$ cat config.mk
export PLATFORM = sky130hd
export DESIGN_NAME = system_watchdog
export DESIGN_NICKNAME = d
export VERILOG_FILES = /design/src/rtl/watchdog_pkg.sv /design/src/rtl/system_watchdog.sv
export SDC_FILE = /design/constraint.sdc
export NUM_CORES = 1
export LEC_CHECK = 0
export BUFFER_PORTS_ARGS = -buffer_cell sky130_fd_sc_hd__buf_2
export CAP_MARGIN = 20
export CORE_MARGIN = 2
export CORE_UTILIZATION = 50
export DETAILED_ROUTE_END_ITERATION = 6
export PLACE_DENSITY = 0.83
export SLEW_MARGIN = 30
export SYNTH_ARGS = -nofsm -noshare
export SYNTH_HDL_FRONTEND = slang
export SYNTH_SLANG_ARGS = --single-unit
export TNS_END_PERCENT = 20
$ cat constraint.sdc
create_clock -name ref_clk -period 4.1 [get_ports ref_clk]
set_input_delay 0.205 -clock ref_clk [delete_from_list [all_inputs] [get_ports ref_clk]]
set_output_delay 0.205 -clock ref_clk [all_outputs]
set_load 0.02 [all_outputs]
$ cat src/rtl/watchdog_pkg.sv
// Shared constants and types for the system watchdog.
package watchdog_pkg;

	// ----------------------------------------------------------------
	// Clock and timing
	// ----------------------------------------------------------------
	localparam int unsigned CLK_PERIOD_NS      = 20;
	localparam int unsigned DEFAULT_TIMEOUT_US = 2000;
	localparam int unsigned DEFAULT_TIMEOUT_CYCLES =
		(DEFAULT_TIMEOUT_US * 1000) / CLK_PERIOD_NS;

	// ----------------------------------------------------------------
	// Widths and reset values
	// ----------------------------------------------------------------
	localparam int unsigned CNT_W          = 32;
	localparam logic        STOP_BIT_RESET = 1'b1;
	localparam logic        FIRST_RESET    = 1'b0;
	localparam logic        REQ_RESET      = 1'b0;

	// ----------------------------------------------------------------
	// Types
	// ----------------------------------------------------------------
	typedef enum logic [1:0] {
		WD_STOPPED,
		WD_COUNTING,
		WD_FIRED
	} wd_state_t;

	// Software-side control strobes, all on ref_clk.
	typedef struct packed {
		logic             sec_wr;
		logic             stop_wdata;
		logic             load_wr;
		logic [CNT_W-1:0] load_value;
		logic             start;
		logic             kick;
	} wd_ctl_t;

endpackage : watchdog_pkg

$ cat src/rtl/system_watchdog.sv
// System watchdog with first-enable premature reset after power-on.
`timescale 1ns/1ns
// Contract
// - Any reset leaves the watchdog stopped.
// - Default expiry period is 2 ms.
// - Clearing the stop bit starts the watchdog.
// - First enable fires reset after 2 ms.
// - Stop bit survives warm reset; watchdog stays stopped.
// - Only first enable is premature; later ones normal.
module system_watchdog #(
	parameter int unsigned TIMEOUT_CYCLES = watchdog_pkg::DEFAULT_TIMEOUT_CYCLES
) (
	// Clock and resets
	input  wire logic                           ref_clk,
	input  wire logic                           rst_b,
	input  wire logic                           warm_rst_b,
	// Software control
	input  wire watchdog_pkg::wd_ctl_t          ctl,
	// Status and reset request
	output watchdog_pkg::wd_state_t             wd_state,
	output logic                                watchdog_stop_bit,
	output logic                                first_done,
	output logic [watchdog_pkg::CNT_W-1:0]      count,
	output logic                                reset_req
);
	import watchdog_pkg::*;

	// ----------------------------------------------------------------
	// Elaboration checks
	// ----------------------------------------------------------------
	if (TIMEOUT_CYCLES < 1 || TIMEOUT_CYCLES > 64'(32'hFFFF_FFFF)) begin : g_bad_timeout
		$error("TIMEOUT_CYCLES must lie between 1 and the counter range.");
	end

	localparam logic [CNT_W-1:0] DEF_LOAD = CNT_W'(TIMEOUT_CYCLES - 1);

	// ----------------------------------------------------------------
	// Decoded software events
	// ----------------------------------------------------------------
	logic             enable_edge;
	logic             stop_set;
	logic             start_ok;
	logic [CNT_W-1:0] load_reg;
	logic [CNT_W-1:0] run_load;

	// A write of zero onto a set stop bit is the enable event.
	assign enable_edge = warm_rst_b && ctl.sec_wr && !ctl.stop_wdata && watchdog_stop_bit;
	assign stop_set    = warm_rst_b && ctl.sec_wr && ctl.stop_wdata;
	// An explicit restart needs the stop bit already clear and a stopped counter.
	assign start_ok    = warm_rst_b && ctl.start && !watchdog_stop_bit && !ctl.sec_wr
		&& (wd_state == WD_STOPPED);

	// ----------------------------------------------------------------
	// Stop bit in the security control register
	// ----------------------------------------------------------------
	// Of the two resets only power-on reset sets it; a warm reset leaves the written value.
	// Writes wait out a warm reset, so the bit never clears without the
	// first-enable flag seeing the enable.
	always_ff @(posedge ref_clk) begin
		if (!rst_b) begin
			watchdog_stop_bit <= STOP_BIT_RESET;
		end else if (warm_rst_b && ctl.sec_wr) begin
			watchdog_stop_bit <= ctl.stop_wdata;
		end
	end

	// ----------------------------------------------------------------
	// First-enable tracking
	// ----------------------------------------------------------------
	always_ff @(posedge ref_clk) begin
		if (!rst_b) begin
			first_done <= FIRST_RESET;
		end else if (enable_edge) begin
			first_done <= 1'b1;
		end
	end

	// ----------------------------------------------------------------
	// Programmed timeout
	// ----------------------------------------------------------------
	// A zero timeout is ignored because it cannot be counted.
	always_ff @(posedge ref_clk) begin
		if (!rst_b) begin
			load_reg <= DEF_LOAD;
		end else if (ctl.load_wr && (ctl.load_value != '0)) begin
			load_reg <= ctl.load_value - CNT_W'(1);
		end
	end

	// ----------------------------------------------------------------
	// Counter and state
	// ----------------------------------------------------------------
	// The first enable ignores the programmed value and always runs the
	// default period; this is the premature restart software must absorb.
	always_ff @(posedge ref_clk) begin
		if (!rst_b || !warm_rst_b) begin
			wd_state <= WD_STOPPED;
			count    <= '0;
			run_load <= DEF_LOAD;
		end else if (stop_set) begin
			wd_state <= WD_STOPPED;
		end else if (enable_edge) begin
			wd_state <= WD_COUNTING;
			if (!first_done) begin
				count    <= DEF_LOAD;
				run_load <= DEF_LOAD;
			end else begin
				count    <= load_reg;
				run_load <= load_reg;
			end
		end else if (start_ok) begin
			wd_state <= WD_COUNTING;
			count    <= load_reg;
			run_load <= load_reg;
		end else if (wd_state == WD_COUNTING) begin
			if (ctl.kick) begin
				count <= run_load;
			end else if (count == '0) begin
				wd_state <= WD_FIRED;
			end else begin
				count <= count - CNT_W'(1);
			end
		end
	end

	// ----------------------------------------------------------------
	// Device reset request
	// ----------------------------------------------------------------
	// Held until the reset controller answers with a warm reset, so a
	// short request can never be missed.
	always_ff @(posedge ref_clk) begin
		if (!rst_b || !warm_rst_b) begin
			reset_req <= REQ_RESET;
		end else if (wd_state == WD_COUNTING && count == '0 && !ctl.kick && !stop_set
			&& !enable_edge) begin
			reset_req <= 1'b1;
		end
	end

	logic first_run;
	always_ff @(posedge ref_clk) begin
		if (!rst_b || !warm_rst_b) begin
			first_run <= 1'b0;
		end else if (enable_edge) begin
			first_run <= !first_done;
		end else if (start_ok) begin
			first_run <= 1'b0;
		end
	end
endmodule : system_watchdog

==> summary.md <==
| Metric | Value |
|---|---|
| Largest net degree at the start of global routing | `55` |
| Worst R2R Setup Slack | `between 1 and 1.5 ns` |
| Max Slew Vio Count | `0` |
| Compound-Gate Fraction of Synth Area | `roughly a quarter` |
| Detailed Route Iter0 Violations | `between 400 and 500` |
| Seq/Total Area, Yosys | `about 37%` |
| Post-Synth Adder-Cell Area | `less than 1%` |
| Post-route ant nets | `0` |
| Placed cells | `~840` |
| Final hold vios | `0` |
| Synth top area share | `between 30% and 40%` |
| Post-synth ARST share | `0%` |
| Crit path DAT | `around 3.0 ns` |
| Initial Util | `between 50% and 60%` |
| Core Region | `~11000 sq um` |
| Root Buffer | `clkbuf_8` |
| Status | `completed` |
| Hold EP | `load_reg[30]$_SDFFE_PN0P_` |
| Layout cells sized above 1 | `between 10% and 20%` |
| WL final | `roughly 16000 um` |
| Register Area | `around 2000 sq um` |
| HP Class | `in2reg` |
| CTS tree | `yes` |
| Tcrit/Tclk final | `66.26%` |
| Clock tree buffer depth | `2` |
| Global-route wire length before repair | `25630 um` |
| Largest family of logic cells by synthesized area | `compound AO/OA/AOI/OAI gates` |
| Via/cell ratio | `6.348` |
| CP Launch Type | `flop` |
| Clock tree sinks | `~100` |
| WHS Path Cells | `2` |
| I/O pin total | `77` |
| Vias in the first global route | `roughly 5100` |
| Chip Height | `108.2 um` |
| Total power | `roughly 0.0022 W` |
| Max_cap viols | `0` |
| Most Used Layer, Global Route | `met2` |
| Crit path kind | `reg2reg` |
| Vias | `between 5000 and 6000` |
| Drt wl/cell | `approximately 18 um` |
| Grt met1 use | `a little under two fifths` |
| CTS clock-pin slew for the worst setup and hold paths | `~0.10 ns` |
| Fmax | `about 370 MHz` |
| DIE WIDTH | `108.2 um` |
| Mapped Avg Cell Area | `about 8.3 sq um` |
| FF-to-FF End | `count[12]$_SDFFE_PP0P_` |
| Global Route Usage Sum | `27.64%` |
| Commonest cells post-synth | `101 x dfxtp_1, 66 x nand2_1, 49 x a21oi_1` |
| Multiplexer area fraction after synthesis | `3.225%` |
| Clock latency on the worst-skew pair | `roughly 0.38 ns` |
| R2r startpoint | `wd_state[1]$_SDFFE_PP0P_` |
| Antenna violations before repair | `0` |
| Final HPWL DP | `around 11000 um` |
| Post-place instance area | `slightly below 6000 sq um` |
| TNS Setup | `0 ns` |
| Port Buffer Count | `76` |
| Top-count cell post-synth | `dfxtp_1` |
| Worst hold path startpoint | `ctl[34]` |
| Post-synthesis simple-gate area fraction | `23.91%` |
| Ys Warns | `0` |
| Nets | `758` |
| DIE AREA | `11710 sq um` |
| Most used DFF post-synth | `dfxtp_1` |
| P&R area growth vs syn | `12.83%` |
| Number of synthesized flops with an enable pin | `0` |
| Met3 Usage GRT | `~5.7%` |
| Worst R2R Path Depth | `8` |
| Maximum fanout along the worst path | `28` |
| XOR/XNOR Fraction of Synth Area | `7.256%` |
| Worst vdd ir | `approximately 0.24 mV` |
| CTS buffer count | `9` |
| Synth Register Bits | `101` |
| PD cells | `~370 nW/um^2` |
| WHS | `around 0.029 ns` |
| Area of the multi-input gates | `around 3200 sq um` |
| Leading area contributor after synthesis | `dfxtp_1` |
| Main area contributors after synthesis | `dfxtp_1 37%, xor2_1 4.7%, nand2_1 4.6%, a21oi_1 4.5%, o21ai_0 3.4%` |
| # setup viols final | `0` |
| Ant. Diodes | `0` |
| Worst-Margin Slew | `approximately 0.71 ns` |
| Cts repair resizes | `0` |
| Min cycle time layout | `roughly 2.7 ns` |
| Routability Congestion | `~0.95` |
| Cell leakage power | `2.414 nW` |
| Setup crit end kind | `flop` |
| Fin cells | `860` |
| Post-Syn Nets | `between 700 and 800` |
| Max H-tree Level | `3` |
| Met2 capacity usage during global routing | `42.81%` |
| Synth unique cells | `69` |
| Post-Syn Area | `around 5400 sq um` |
| Site Rows | `38` |
| Router iterations before antenna repair | `6` |
| Worst Path Required | `between 4 and 5 ns` |
| RSZ-0062 raised after global routing | `no` |
| Hold-fix buffers, CTS | `0` |
| Remaining global-route overflow | `0` |
| Filler instances | `approximately 1000` |
| Max-Slew Margin vs Limit | `52.65%` |
| Post-Layout Inst Area | `around 6100 sq um` |
| Postcts setup bufs | `0` |
| Cell count after synthesis | `~660` |
| DRC | `0` |
| Skew final | `roughly 0.012 ns` |
[logic make-up after synthesis]
| kind of cell | count (synthesis) |
|---|---|
| simple gates | 239 |
| compound gates | 204 |
| flops | 101 |
| buf+inv | 49 |
| xor+xnor | 45 |
| mux | 17 |
| fa+ha+maj | 3 |
[final cells by class]
type	count	area share, %
multi-input cells	508	52.74
flip-flops and latches	101	32.99
repair buffers	85	7.309
well taps	140	2.858
clock buffers	10	2.246
clock inverters	6	1.245
inverters	10	0.6125
[power by group]
group          switching, W  total, W  internal, W
logic              0.000314  0.000500     0.000186
clock network      0.000373  0.000684     0.000311
registers         0.0000437   0.00106      0.00101
[how the worst max path moves through the flow]
stage | from | endpoint | slack, ns
3_3_place_gp | wd_state[1]$_SDFFE_PP0P_ | count[8]$_SDFFE_PP0P_ | 1.53
3_5_place_dp | wd_state[1]$_SDFFE_PP0P_ | count[12]$_SDFFE_PP0P_ | 1.43
6_report | wd_state[1]$_SDFFE_PP0P_ | count[12]$_SDFFE_PP0P_ | 1.38
5_1_grt | wd_state[1]$_SDFFE_PP0P_ | count[12]$_SDFFE_PP0P_ | 1.19
2_1_floorplan | count[7]$_SDFFE_PP0P_ | count[28]$_SDFFE_PP0P_ | 1.90
4_1_cts | wd_state[1]$_SDFFE_PP0P_ | count[12]$_SDFFE_PP0P_ | 1.40
[layer usage]
metal  part of all wire (%)  wire length [um]  vias up
met2                     45              7000      315
li1                       -                 -     2569
met1                     42              6655     2540
met4                    2.2               344        0
met5                      0                 0        -
met3                     11              1666       35
[critical path: stages, from the launching register on]
cell and delay (ns):
dfxtp_1 0.37, or4_4 0.58, o21ai_4 0.13, buf_4 0.32, nor2_2 0.14, a31oi_4 0.49, buf_4 0.35, o21ai_0 0.11
a31oi_1 0.16
[placed cells by master (no fill, tap or decap), drive strengths merged, types with 8 or more instances in the layout]
master / count
nor2: 49
nand2: 66
a211oi: 10
inv: 13
o21ai: 58
a22oi: 10
clkbuf: 10
nor3: 30
nor4: 19
xnor2: 16
a31oi: 15
or4: 8
a21oi: 49
nand3: 19
buf: 85
xor2: 29
o22ai: 14
mux2i: 13
dfxtp: 101
or3: 13
nand4: 9
[stage by stage]
step / utilization, % / worst slack, ns
2_1_floorplan: - / 1.900
3_5_place_dp: 55.29 / 1.425
4_1_cts: 57.29 / 1.405
3_3_place_gp: 55.29 / 1.527
5_1_grt: 57.29 / 1.187
6_report: 57.29 / 1.383
(Power assumes the default switching activity.)
